$ cat src/include/wil_pkg.sv
// Shared constants and types for the weld initiation input logic.
// Assumes a single 125 MHz clock and a synchronous active-high reset.
package wil_pkg;

  localparam int CLK_MHZ = 125;

  // Contact debounce time, sequence tick and pressure-wait flash half period.
  localparam int DEBOUNCE_US = 5000;
  localparam int DEBOUNCE_CYC = DEBOUNCE_US * CLK_MHZ;
  localparam int TICK_US = 1000;
  localparam int TICK_CYC = TICK_US * CLK_MHZ;
  localparam int FLASH_US = 250000;
  localparam int FLASH_CYC = FLASH_US * CLK_MHZ;

  // Fixed start schedules of the second and third initiation inputs.
  localparam logic [7:0] SCHED_SECOND = 8'h0A;
  localparam logic [7:0] SCHED_THIRD = 8'h14;
  // First schedule reached by the external two-bit selector.
  localparam logic [7:0] EXT_SCHED_BASE = 8'h01;

  // Register byte addresses.
  localparam logic [3:0] ADDR_CTRL = 4'h0;
  localparam logic [3:0] ADDR_TIME = 4'h4;
  localparam logic [3:0] ADDR_STATUS = 4'h8;

  // Control register fields.
  localparam int CTRL_EXT_SEL = 0;
  localparam int CTRL_REPEAT = 1;
  localparam int CTRL_TWO_STAGE = 2;
  localparam int CTRL_WELD_MODE = 3;
  localparam int CTRL_SCHED_LSB = 8;
  localparam int CTRL_VALVE_LSB = 16;
  localparam logic [31:0] CTRL_RST = 32'h0007_0108;

  // Interval register fields, each a count of sequence ticks.
  localparam int TIME_SQZ_LSB = 0;
  localparam int TIME_WELD_LSB = 8;
  localparam int TIME_HOLD_LSB = 16;
  localparam logic [31:0] TIME_RST = 32'h0005_0A05;

  // Status register fields.
  localparam int STAT_SW_LSB = 0;
  localparam int STAT_STATE_LSB = 8;
  localparam int STAT_SCHED_LSB = 16;

  // Debounced contacts, each high when its contact to common is closed.
  typedef struct packed {
    logic first_stage_input;
    logic main_pilot_input;
    logic second_initiate_input;
    logic third_initiate_input;
    logic pressure_ok_input;
    logic stop_chain_input;
    logic weld_enable_input;
    logic over_temperature_input;
  } wil_sw_t;

  typedef struct packed {
    logic valve_one_output;
    logic valve_two_output;
    logic valve_three_output;
    logic fire;
    logic no_weld_led;
    logic squeeze_led;
    logic estop_led;
  } wil_drive_t;

  typedef enum logic [5:0] {
    ST_IDLE = 6'h01,
    ST_SQZ = 6'h02,
    ST_PWAIT = 6'h04,
    ST_WELD = 6'h08,
    ST_HOLD = 6'h10,
    ST_STOP = 6'h20
  } wil_state_t;

endpackage

$ cat src/rtl/wil_debounce.sv
// Per-bit synchroniser and debouncer for dry-contact inputs.
// Assumes raw contacts may bounce; a level must be stable for DB_CYCLES.
module wil_debounce #(
  parameter int N = 8,
  parameter int DB_CYCLES = 16
) (
  input wire logic clk,
  input wire logic rst,
  input wire logic [N-1:0] raw,
  output logic [N-1:0] clean
);

  localparam int CW = $clog2(DB_CYCLES + 1);
  localparam logic [CW-1:0] CNT_MAX = CW'(DB_CYCLES - 1);

  if (N < 1 || DB_CYCLES < 1)
  begin : g_chk
    $error("wil_debounce: N and DB_CYCLES must be at least one");
  end

  for (genvar i = 0; i < N; i++)
  begin : g_bit
    logic meta_ff;
    logic sync_ff;
    logic [CW-1:0] cnt_ff;
    logic clean_ff;
    wire differs = sync_ff != clean_ff;
    wire settled = differs && cnt_ff == CNT_MAX;

    always_ff @(posedge clk)
    begin
      meta_ff <= raw[i];
      sync_ff <= meta_ff;
    end

    // The counter restarts on every bounce, so a level counts only once stable.
    always_ff @(posedge clk)
    begin
      if (rst || !differs || settled)
        cnt_ff <= '0;
      else
        cnt_ff <= cnt_ff + CW'(1);
    end

    always_ff @(posedge clk)
    begin
      if (rst)
        clean_ff <= 1'b0;
      else if (settled)
        clean_ff <= sync_ff;
    end

    assign clean[i] = clean_ff;
  end

endmodule

$ cat src/rtl/wil_top.sv
// Weld initiation input logic: contact inputs, start decision, interval
// sequencing, valve and firing gates, and a small register port.
// Assumes contacts are high when closed and a master that never waits.
//
// Contract
// - The third initiation input starts execution at schedule 20.
// - Three single-stage pilots each start their own schedule; the main pilot's is the register-selected one.
// - External select turns second and third inputs into a schedule pointer.
// - In external select the main pilot starts the pointed-to schedule.
// - An open stop chain puts the device into emergency stop.
// - Weld current flows only while the weld-enable contact is closed.
// - There are four initiation inputs: first stage plus three initiators.
// - A single-stage start is latched; the sequence completes if pilot opens.
// - Repeat with single stage restarts while the pilot stays closed.
// - First stage energizes programmed valves and never starts a sequence.
// - Two-stage start begins at the schedule of the closed second stage.
// - After a start, re-initiation is blocked until the sequence completes.
// - Repeat with two stages continues while either stage stays closed.
// - No-weld runs the full sequence without current and lights its lamp.
// - With weld allowed, current passes only in the weld interval.
// - Open weld-enable forces no-weld even if panel selects weld.
// - The second initiation input starts execution at schedule 10.
// - Low pressure after squeeze holds, flashes squeeze, then welds.
// - Open over-temperature contact refuses new initiation until it closes.
// - Stop halts valves and firing; restart needs a new pilot closure.
module wil_top #(
  parameter int DB_CYCLES = wil_pkg::DEBOUNCE_CYC,
  parameter int TICK_CYCLES = wil_pkg::TICK_CYC,
  parameter int FLASH_CYCLES = wil_pkg::FLASH_CYC
) (
  input wire logic clk,
  input wire logic rst,
  input wire logic first_stage_input,
  input wire logic main_pilot_input,
  input wire logic second_initiate_input,
  input wire logic third_initiate_input,
  input wire logic pressure_ok_input,
  input wire logic stop_chain_input,
  input wire logic weld_enable_input,
  input wire logic over_temperature_input,
  input wire logic [3:0] reg_addr,
  input wire logic [31:0] reg_wdata,
  input wire logic reg_wr,
  input wire logic reg_rd,
  output logic [31:0] reg_rdata,
  output wil_pkg::wil_drive_t drive,
  output logic [7:0] active_sched
);

  localparam int TW = $clog2(TICK_CYCLES + 1);
  localparam int FW = $clog2(FLASH_CYCLES + 1);
  localparam logic [TW-1:0] TICK_LAST = TW'(TICK_CYCLES - 1);
  localparam logic [FW-1:0] FLASH_LAST = FW'(FLASH_CYCLES - 1);

  if (TICK_CYCLES < 1 || FLASH_CYCLES < 1 || DB_CYCLES < 1)
  begin : g_chk
    $error("wil_top: cycle counts must be at least one");
  end

  //////////////////////////////////////////////////////////////////////////
  // Contact inputs.

  wil_pkg::wil_sw_t raw_sw;
  wil_pkg::wil_sw_t sw;
  wil_pkg::wil_sw_t sw_prev_ff;
  logic [7:0] sw_clean;

  assign raw_sw = '{
    first_stage_input: first_stage_input,
    main_pilot_input: main_pilot_input,
    second_initiate_input: second_initiate_input,
    third_initiate_input: third_initiate_input,
    pressure_ok_input: pressure_ok_input,
    stop_chain_input: stop_chain_input,
    weld_enable_input: weld_enable_input,
    over_temperature_input: over_temperature_input
  };

  wil_debounce #(
    .N(8),
    .DB_CYCLES(DB_CYCLES)
  ) u_debounce (
    .clk(clk),
    .rst(rst),
    .raw(raw_sw),
    .clean(sw_clean)
  );

  assign sw = wil_pkg::wil_sw_t'(sw_clean);

  always_ff @(posedge clk)
  begin
    if (rst)
      sw_prev_ff <= '0;
    else
      sw_prev_ff <= sw;
  end

  //////////////////////////////////////////////////////////////////////////
  // Registers.

  logic [31:0] ctrl_ff;
  logic [31:0] time_ff;
  logic [31:0] nxt_rdata;
  wil_pkg::wil_state_t state_ff;
  wil_pkg::wil_state_t nxt_state;
  logic [7:0] sched_ff;

  wire ext_sel = ctrl_ff[wil_pkg::CTRL_EXT_SEL];
  wire repeat_mode = ctrl_ff[wil_pkg::CTRL_REPEAT];
  wire two_stage = ctrl_ff[wil_pkg::CTRL_TWO_STAGE];
  wire weld_mode = ctrl_ff[wil_pkg::CTRL_WELD_MODE];
  wire [7:0] disp_sched = ctrl_ff[wil_pkg::CTRL_SCHED_LSB +: 8];
  wire [2:0] valve_mask = ctrl_ff[wil_pkg::CTRL_VALVE_LSB +: 3];
  wire [7:0] sqz_len = time_ff[wil_pkg::TIME_SQZ_LSB +: 8];
  wire [7:0] weld_len = time_ff[wil_pkg::TIME_WELD_LSB +: 8];
  wire [7:0] hold_len = time_ff[wil_pkg::TIME_HOLD_LSB +: 8];

  wire wr_ctrl = reg_wr && reg_addr == wil_pkg::ADDR_CTRL;
  wire wr_time = reg_wr && reg_addr == wil_pkg::ADDR_TIME;
  wire [31:0] status_word = {8'h00, sched_ff, 2'b00, state_ff, sw};

  // Unmapped addresses read as zero.
  assign nxt_rdata = !reg_rd ? 32'h0000_0000 :
    reg_addr == wil_pkg::ADDR_CTRL ? ctrl_ff :
    reg_addr == wil_pkg::ADDR_TIME ? time_ff :
    reg_addr == wil_pkg::ADDR_STATUS ? status_word : 32'h0000_0000;

  always_ff @(posedge clk)
  begin
    if (rst)
    begin
      ctrl_ff <= wil_pkg::CTRL_RST;
      time_ff <= wil_pkg::TIME_RST;
      reg_rdata <= 32'h0000_0000;
    end
    else
    begin
      if (wr_ctrl)
        ctrl_ff <= reg_wdata;
      if (wr_time)
        time_ff <= reg_wdata;
      reg_rdata <= nxt_rdata;
    end
  end

  //////////////////////////////////////////////////////////////////////////
  // Start decision.

  wire rise_main = sw.main_pilot_input && !sw_prev_ff.main_pilot_input;
  wire rise_second = sw.second_initiate_input
    && !sw_prev_ff.second_initiate_input;
  wire rise_third = sw.third_initiate_input
    && !sw_prev_ff.third_initiate_input;
  // In external select the second and third inputs only point, never start.
  wire start_second = rise_second && !ext_sel;
  wire start_third = rise_third && !ext_sel;
  wire healthy = sw.stop_chain_input && sw.over_temperature_input;
  // The first stage is deliberately absent from the start terms.
  wire start_any = rise_main || start_second || start_third;
  wire start_req = start_any && healthy && state_ff == wil_pkg::ST_IDLE;
  wire [1:0] ext_ptr = {sw.third_initiate_input, sw.second_initiate_input};
  wire [7:0] ext_sched = wil_pkg::EXT_SCHED_BASE + {6'h00, ext_ptr};
  wire [7:0] main_sched = ext_sel ? ext_sched : disp_sched;
  wire [7:0] start_sched = rise_main ? main_sched :
    start_second ? wil_pkg::SCHED_SECOND :
    wil_pkg::SCHED_THIRD;
  wire [1:0] start_src = rise_main ? 2'h0 : start_second ? 2'h1 : 2'h2;

  // The input that started the run decides whether repeat continues.
  logic [1:0] src_ff;
  wire src_held = src_ff == 2'h0 ? sw.main_pilot_input :
    src_ff == 2'h1 ? sw.second_initiate_input : sw.third_initiate_input;
  wire held = src_held || (two_stage && sw.first_stage_input);
  wire restart = repeat_mode && held && healthy;

  //////////////////////////////////////////////////////////////////////////
  // Interval timing.

  logic [TW-1:0] tick_cnt_ff;
  logic [7:0] timer_ff;
  logic [7:0] nxt_timer;
  logic load;
  wire tick = tick_cnt_ff == TICK_LAST;
  wire done = tick && timer_ff == 8'h00;

  always_ff @(posedge clk)
  begin
    if (rst || load || tick)
      tick_cnt_ff <= '0;
    else
      tick_cnt_ff <= tick_cnt_ff + TW'(1);
  end

  always_ff @(posedge clk)
  begin
    if (rst)
      timer_ff <= 8'h00;
    else if (load)
      timer_ff <= nxt_timer;
    else if (tick && timer_ff != 8'h00)
      timer_ff <= timer_ff - 8'h01;
  end

  //////////////////////////////////////////////////////////////////////////
  // Sequence state machine.

  always_comb
  begin
    nxt_state = state_ff;
    nxt_timer = sqz_len;
    load = 1'b0;
    unique case (state_ff)
      wil_pkg::ST_IDLE:
        if (start_req)
        begin
          nxt_state = wil_pkg::ST_SQZ;
          load = 1'b1;
        end
      // Once running, pilot edges are ignored until the run is over.
      wil_pkg::ST_SQZ:
        if (done && sw.pressure_ok_input)
        begin
          nxt_state = wil_pkg::ST_WELD;
          nxt_timer = weld_len;
          load = 1'b1;
        end
        else if (done)
          nxt_state = wil_pkg::ST_PWAIT;
      wil_pkg::ST_PWAIT:
        if (sw.pressure_ok_input)
        begin
          nxt_state = wil_pkg::ST_WELD;
          nxt_timer = weld_len;
          load = 1'b1;
        end
      wil_pkg::ST_WELD:
        if (done)
        begin
          nxt_state = wil_pkg::ST_HOLD;
          nxt_timer = hold_len;
          load = 1'b1;
        end
      wil_pkg::ST_HOLD:
        if (done && restart)
        begin
          nxt_state = wil_pkg::ST_SQZ;
          load = 1'b1;
        end
        else if (done)
          nxt_state = wil_pkg::ST_IDLE;
      wil_pkg::ST_STOP:
        // Leaving to idle still needs a fresh pilot edge to start again.
        if (sw.stop_chain_input)
          nxt_state = wil_pkg::ST_IDLE;
      default:
        nxt_state = wil_pkg::ST_STOP;
    endcase
    if (!sw.stop_chain_input)
    begin
      nxt_state = wil_pkg::ST_STOP;
      load = 1'b0;
    end
  end

  always_ff @(posedge clk)
  begin
    if (rst)
    begin
      state_ff <= wil_pkg::ST_IDLE;
      sched_ff <= 8'h00;
      src_ff <= 2'h0;
    end
    else
    begin
      state_ff <= nxt_state;
      if (start_req && sw.stop_chain_input)
      begin
        sched_ff <= start_sched;
        src_ff <= start_src;
      end
    end
  end

  //////////////////////////////////////////////////////////////////////////
  // Valve, firing and lamp drive.

  logic [FW-1:0] flash_cnt_ff;
  logic flash_ff;
  wil_pkg::wil_drive_t nxt_drive;
  wire in_pwait = state_ff == wil_pkg::ST_PWAIT;
  wire running = state_ff != wil_pkg::ST_IDLE
    && state_ff != wil_pkg::ST_STOP;
  wire weld_ok = weld_mode && sw.weld_enable_input;

  always_ff @(posedge clk)
  begin
    if (rst || !in_pwait)
    begin
      flash_cnt_ff <= '0;
      flash_ff <= 1'b0;
    end
    else if (flash_cnt_ff == FLASH_LAST)
    begin
      flash_cnt_ff <= '0;
      flash_ff <= !flash_ff;
    end
    else
      flash_cnt_ff <= flash_cnt_ff + FW'(1);
  end

  // Next-state terms keep the drive one flop from the decision, not two.
  wire nxt_run = nxt_state != wil_pkg::ST_IDLE
    && nxt_state != wil_pkg::ST_STOP;
  wire idle_next = nxt_state == wil_pkg::ST_IDLE;
  wire [2:0] valves = nxt_run ? valve_mask :
    idle_next && sw.first_stage_input ? valve_mask : 3'b000;

  assign nxt_drive = '{
    valve_one_output: valves[0],
    valve_two_output: valves[1],
    valve_three_output: valves[2],
    fire: nxt_state == wil_pkg::ST_WELD && weld_ok,
    no_weld_led: !weld_ok,
    squeeze_led: nxt_state == wil_pkg::ST_SQZ
      || (nxt_state == wil_pkg::ST_PWAIT && !flash_ff),
    estop_led: nxt_state == wil_pkg::ST_STOP
  };

  always_ff @(posedge clk)
  begin
    if (rst)
    begin
      drive <= '0;
      active_sched <= 8'h00;
    end
    else
    begin
      drive <= nxt_drive;
      active_sched <= running ? sched_ff : 8'h00;
    end
  end

endmodule

$ cat config.mk
export PLATFORM = sky130hd
export DESIGN_NAME = wil_top
export DESIGN_NICKNAME = d
export VERILOG_FILES = /design/src/include/wil_pkg.sv /design/src/rtl/wil_debounce.sv /design/src/rtl/wil_top.sv
export SDC_FILE = /design/constraint.sdc
export NUM_CORES = 1
export LEC_CHECK = 0
export BUFFER_PORTS_ARGS = -buffer_cell sky130_fd_sc_hd__buf_2
export CAP_MARGIN = 20
export CELL_PAD_IN_SITES_DETAIL_PLACEMENT = 2
export CELL_PAD_IN_SITES_GLOBAL_PLACEMENT = 2
export CORE_MARGIN = 1
export CORE_UTILIZATION = 40
export CTS_CLUSTER_DIAMETER = 200
export DETAILED_ROUTE_END_ITERATION = 8
export PLACE_DENSITY = 0.86
export SLEW_MARGIN = 25
export SYNTH_ARGS = -nofsm -noshare
export SYNTH_HDL_FRONTEND = slang
export SYNTH_HIERARCHICAL = 1
export SYNTH_SLANG_ARGS = --single-unit
$ cat constraint.sdc
create_clock -name clk -period 5.3 [get_ports clk]
set_input_delay 0.53 -clock clk [delete_from_list [all_inputs] [get_ports clk]]
set_output_delay 0.53 -clock clk [all_outputs]
set_load 0.05 [all_outputs]
; ---- After elaboration in Yosys (flattened, before gate mapping)
; Index checks and enable logic that the tools add are counted.
[totals]
wordCells = 215
out_inout_bits = 47
register_bits = 365
in_bits = 48
[classes]
n_bitwise = 2
n_reduce_logical = 78
n_addsub = 12
muxes = 34
n_eq_ne = 36
[ops]
columns = operator, n
row1 = "20-bit by 1-bit adder with 20-bit output, second input constant", 8
row2 = "20-bit equality test, second input constant", 8
row3 = 32-bit two-way mux, 2
row4 = 8-bit two-way mux, 7
row5 = 6-bit two-way mux, 8
row6 = 6-bit case mux with 6 select lines, 1
row7 = 1-bit logical AND, 32
row8 = "25-bit by 1-bit adder with 25-bit output, second input constant", 1
row9 = "25-bit equality test, second input constant", 1
row10 = 24-bit two-way mux, 1
row11 = 8-bit case mux with 3 select lines, 1
row12 = 1-bit logical OR, 23
row13 = "17-bit by 1-bit adder with 17-bit output, second input constant", 1
row14 = "17-bit equality test, second input constant", 1
row15 = 1-bit zero test, 15
row16 = "6-bit by 1-bit equality test with 1-bit output, second input constant", 2
row17 = "6-bit by 2-bit equality test with 1-bit output, second input constant", 2
row18 = "6-bit by 3-bit equality test with 1-bit output, second input constant", 2
row19 = "6-bit by 4-bit equality test with 1-bit output, second input constant", 2
row20 = "6-bit equality test, second input constant", 2
row21 = "6-bit by 1-bit inequality test with 1-bit output, second input constant", 2
row22 = "6-bit inequality test, second input constant", 2
row23 = 8-bit zero test, 1
row24 = 1-bit two-way mux, 8
row25 = 17 further kinds, 29

; ---- Logic depth before layout (Yosys ltp)
[logic_depth]
ltp_word = 14
depth_mapped = 9
ltp_nobuf = 8

; ---- By module
; The synthesis kept the hierarchy.
[modules_own_cells]
columns = mod, cells_each, seq_area_each_um2, n_inst, area_per_inst_um2
row1 = wil_debounce, 918, 3683.5, 1, 8117.8
row2 = wil_top, 936, 3623.5, 1, 7767.4

; ---- Worst setup path after synthesis
; Ideal clock, no wire load.
[synth_timing]
path_type = reg2reg
startpoint = register timer_ff[2]
endpoint = register timer_ff[1]
required_ps = 5170
arrival_ps = 2394
setup_time_ps = 130
path_buffers = 2
path_slack_ps = 2776
path_stages_with_launch = 9
synth_period_minus_slack_ps = 2524
cell_sequence = dfxtp_1 > or4_4 > or4b_4 > or3_1 > a211oi_2 > buf_6 > or2_2 > buf_6 > a311oi_2
[synth_between]
elab_chain_len = 7
elab_cells_between_ends = 16
cone_classes = mux: 9 / reduce/logical: 7
[synth_lines]
columns = item, line
row1 = "start, declared", wil_top.sv:181  ; logic [7:0] timer_ff;
row2 = "start signal, assigned", wil_top.sv:200  ; timer_ff <= nxt_timer;
row3 = "start signal, assigned", wil_top.sv:202  ; timer_ff <= timer_ff - 8'h01;
row4 = 8-bit zero test, wil_top.sv:185  ; wire done = tick && timer_ff == 8'h00;
row5 = 1-bit logical AND, wil_top.sv:185
row6 = 1-bit logical AND (on tied branches), "wil_top.sv:245, wil_top.sv:222"
row7 = 1-bit two-way mux (on tied branches), "wil_top.sv:245, wil_top.sv:222"
row8 = 1-bit case mux with 5 select lines, wil_top.sv:213  ; unique case (state_ff)
row9 = 1-bit two-way mux, wil_top.sv:259  ; if (!sw.stop_chain_input)
row10 = 8-bit two-way mux or 2-bit nonzero test (tied branches), --
; Several ways; a longest one is shown, not always the timed one.
; A chain may end at the register's enable or synchronous reset.

; ---- Final worst setup path
[layout_timing]
startpoint = register timer_ff[2]
endpoint = register tick_cnt_ff[5]
[layout_between]
elab_chain_len = 8
elab_cells_between_ends = 11
cone_classes = mux: 5 / reduce/logical: 6
[layout_lines]
columns = item, line
row1 = 8-bit zero test *, wil_top.sv:185
row2 = 1-bit logical AND *, wil_top.sv:185
row3 = 1-bit logical AND (on tied branches), "wil_top.sv:245, wil_top.sv:222"
row4 = 1-bit two-way mux (on tied branches), "wil_top.sv:245, wil_top.sv:222"
row5 = 1-bit case mux with 5 select lines *, wil_top.sv:213
row6 = 1-bit two-way mux *, wil_top.sv:259
row7 = 1-bit logical OR * (2 in series), wil_top.sv:189  ; if (rst || load || tick)
row8 = "end signal, assigned", wil_top.sv:192  ; tick_cnt_ff <= tick_cnt_ff + TW'(1);
row9 = "end, declared", wil_top.sv:180  ; logic [TW-1:0] tick_cnt_ff;
; Mark *: on every way between the ends. The rest lies on a longest branch, timed or not.

==> flow_summary.ini <==
[placed_design]
place_ws_ns = 1.97
dpl.cell_count = 2392
hpwlAfterDp_um = 34500
io_buffers = 94
place.gp.congestion = 0.880

[sta]
max_freq_mhz = 291
rsz0062_at_grt = no
setup_slack_ns = 1.86
tightest_slew_ns = 0.873
setup_viol = 0
slew_violations = 0
period_share_pct = 64.9
relSlewSlack_pct = 41.3
tns_ns = 0
fin_crit_ns = 3.44
clock_skew_ns = 0.0248
hold_viol_final = 0

[final_layout]
drive_above_1_share_pct = 11.2
finalNetCount = 1978
fill_cells = 4270
syn2layout_area_growth_pct = 13.8
layout.cells.non_filler = 2465

[synthesis]
synth_edf_count = 0
synth_nets = 1915
async_reset_ff_share_pct = 0
netlist_instances = 1854
synth-main-ff-cell = dfxtp_1
yosys_warnings = 6
yosysTopAreaCell = dfxtp_1
synthAdderAreaFrac_pct = 1.02
synth_xor_area_share_pct = 8.38
synth_compound_area_share_pct = 11.5
syn_avg_cell_area_um2 = 8.57
synth_top_family_by_area = simple AND/OR/NAND/NOR gates
yosys.area_share.simple_pct = 29.2
ys_top_cells_by_area = dfxtp_1 46%, nor2_1 5.4%, nand2_1 5.0%
yosysMostFrequentCell = dfxtp_1
synth.top_cell.area_share_pct = 46.0
synth_area_mm2 = 0.0159
synth.area.mux_share_pct = 0.252
ys_ff_latch = 365
ys_seq_area_share_pct = 46.0
yosysUniqueCellTypes = 80
synth_common_cells = 365 x dfxtp_1, 227 x nor2_1, 213 x nand2_1

[cts]
postCtsSetupBuffers = 0
cts-root-buf = clkbuf_16
cts_buffer_depth = 3
cts_buffers = 41
tritoncts = yes
cts_hold_buf = 0
clk_latency_ns = 0.57
htreeDepth = 2
cts.sinks = 365
cts_resized = 0
cts.clk_slew.worst_paths_ns = 0.06

[global_routing]
grt_pass1_wl_um = 86500
first_global_vias = 15900
gr-total-overflow = 0
grt_use_total_pct = 26.2
grt_max_degree = 50
antenna_found_initial = 1

[power]
ir_drop_uv = 200
p_leak_nw = 6.14
power_density_mw_per_mm2 = 324

[critical_path]
cp.required_ns = 5.70
ff2ff_path_depth = 6
worstPathCellList = or4_4, or4b_4, or3_1, a211oi_2, or4_1, nor2_1
crit_family = simple AND/OR/NAND/NOR gates
arrival_ns = 3.84
max_stage_delay_ns = 0.64
critPathBufInv = 0
endpoint_kind = register
cp.depth = 6
path_max_fanout = 17
worst_r2r_endpoint = tick_cnt_ff[5]
crit_start = timer_ff[2]
startpoint_type = register
criticalPathCategory = register to register
endpoint = tick_cnt_ff[5]
reg2reg_setup_slack_ns = 1.86
crit_slowest_cell = or4_1
rr_startpoint = timer_ff[2]

[worst_hold_path]
min_path_cells = 1
hold_path.class = input pin to register

[routing]
ant_nets = 0
vias_per_cell = 5.82
drt-wirelength-per-cell_um = 21.6
routed_wl_um = 53200
vias = 14300
drt_iter0_markers = 759
drc_errors = 0
drt-pass1-iter-count = 6

[run]
cap_violations = 0

[floorplanning]
ioPinCount = 95
initial_core_util_pct = 40.8
row_count = 72
core_mm2 = 0.0389
die-area_mm2 = 0.0405
die_w_um = 201
die_y_um = 201

[status]
outcome = finished clean
-- registers in the layout, indices dropped and copies added, names as in the netlist, 17 cells and up --
name	flops
reg_rdata	32
time_ff	32
ctrl_ff	32
u_debounce/g_bit.cnt_ff	160
flash_cnt_ff	25
tick_cnt_ff	17
-- worst min-delay path by stage --
| stage | startpoint | endpoint | slack (ns) |
|---|---|---|---|
| floorplan | u_debounce/g_bit[0].meta_ff | u_debounce/g_bit[0].sync_ff | 0.31 |
| global placement | u_debounce/g_bit[3].meta_ff | u_debounce/g_bit[3].sync_ff | 0.31 |
| detailed placement | u_debounce/g_bit[5].meta_ff | u_debounce/g_bit[5].sync_ff | 0.31 |
| CTS | stop_chain_input | u_debounce/g_bit[2].meta_ff | 0.04 |
| global route | stop_chain_input | u_debounce/g_bit[2].meta_ff | 0.05 |
| finish | stop_chain_input | u_debounce/g_bit[2].meta_ff | 0.07 |
-- layout by cell type (no fill, tap or decap), drive strengths merged, types with 41 or more instances in the layout --
master	netlist	final
xor2	80	80
nor2	227	227
xnor2	72	72
a21oi	122	122
nand4	61	61
nand2	213	213
dfxtp	365	365
clkbuf	60	67
nor3	65	65
buf	28	108
inv	42	43
nand3	93	93
o21ai	41	41
-- routing by layer --
metal	vias to the layer above	GRT usage [%]	part of all wire [%]
li1	6659	-	-
met1	7211	30.7	41
met2	334	48.2	52
met3	131	3.34	3.8
met4	0	10.7	3.4
met5	-	0	0
-- cell type report --
| class | count | area [µm²] | area share, % |
|---|---|---|---|
| Antenna cell | 1 | 2.50 | 0.0138 |
| Clock buffer | 67 | 1270 | 7.01 |
| Clock inverter | 5 | 78.8 | 0.436 |
| Inverter | 43 | 161 | 0.893 |
| Multi-Input combinational cell | 1358 | 8030 | 44.4 |
| Sequential cell | 365 | 7310 | 40.4 |
| Tap cell | 518 | 648 | 3.59 |
| Timing Repair Buffer | 108 | 578 | 3.20 |
-- worst register-to-register path: cells and delay by family (launching register included) --
kind / cells / cell delay [ns]
compound gates: 1 / 0.63
flops: 1 / 0.34
simple gates: 5 / 2.30
-- stage by stage --
step                      hold slack [ns]  power [mW]  utilization [%]  instance area, µm²
after global placement              0.313        3.01             42.9               16700
after detailed placement            0.314        3.02             43.0               16700
after floorplan                     0.310        2.95                -               15900
after global routing               0.0545        6.03             46.4               18100
final                              0.0686        5.86             46.4               18100
after CTS                          0.0441        5.92             46.4               18100
-- power by group --
| group | internal, mW | switching (mW) |
|---|---|---|
| clock network | 1.72 | 1.16 |
| registers | 2.77 | 0.0246 |
| logic | 0.0504 | 0.127 |
-- cells by family after synthesis --
family,count (synthesis)
and+or+nand+nor,905
DFF,365
AOI/OAI and AO/OA,284
xor gates and xnor gates,152
buffers and inverters,131
adders and majority gates,13
muxes,4
No activity file was read; power rests on OpenSTA's default activity.
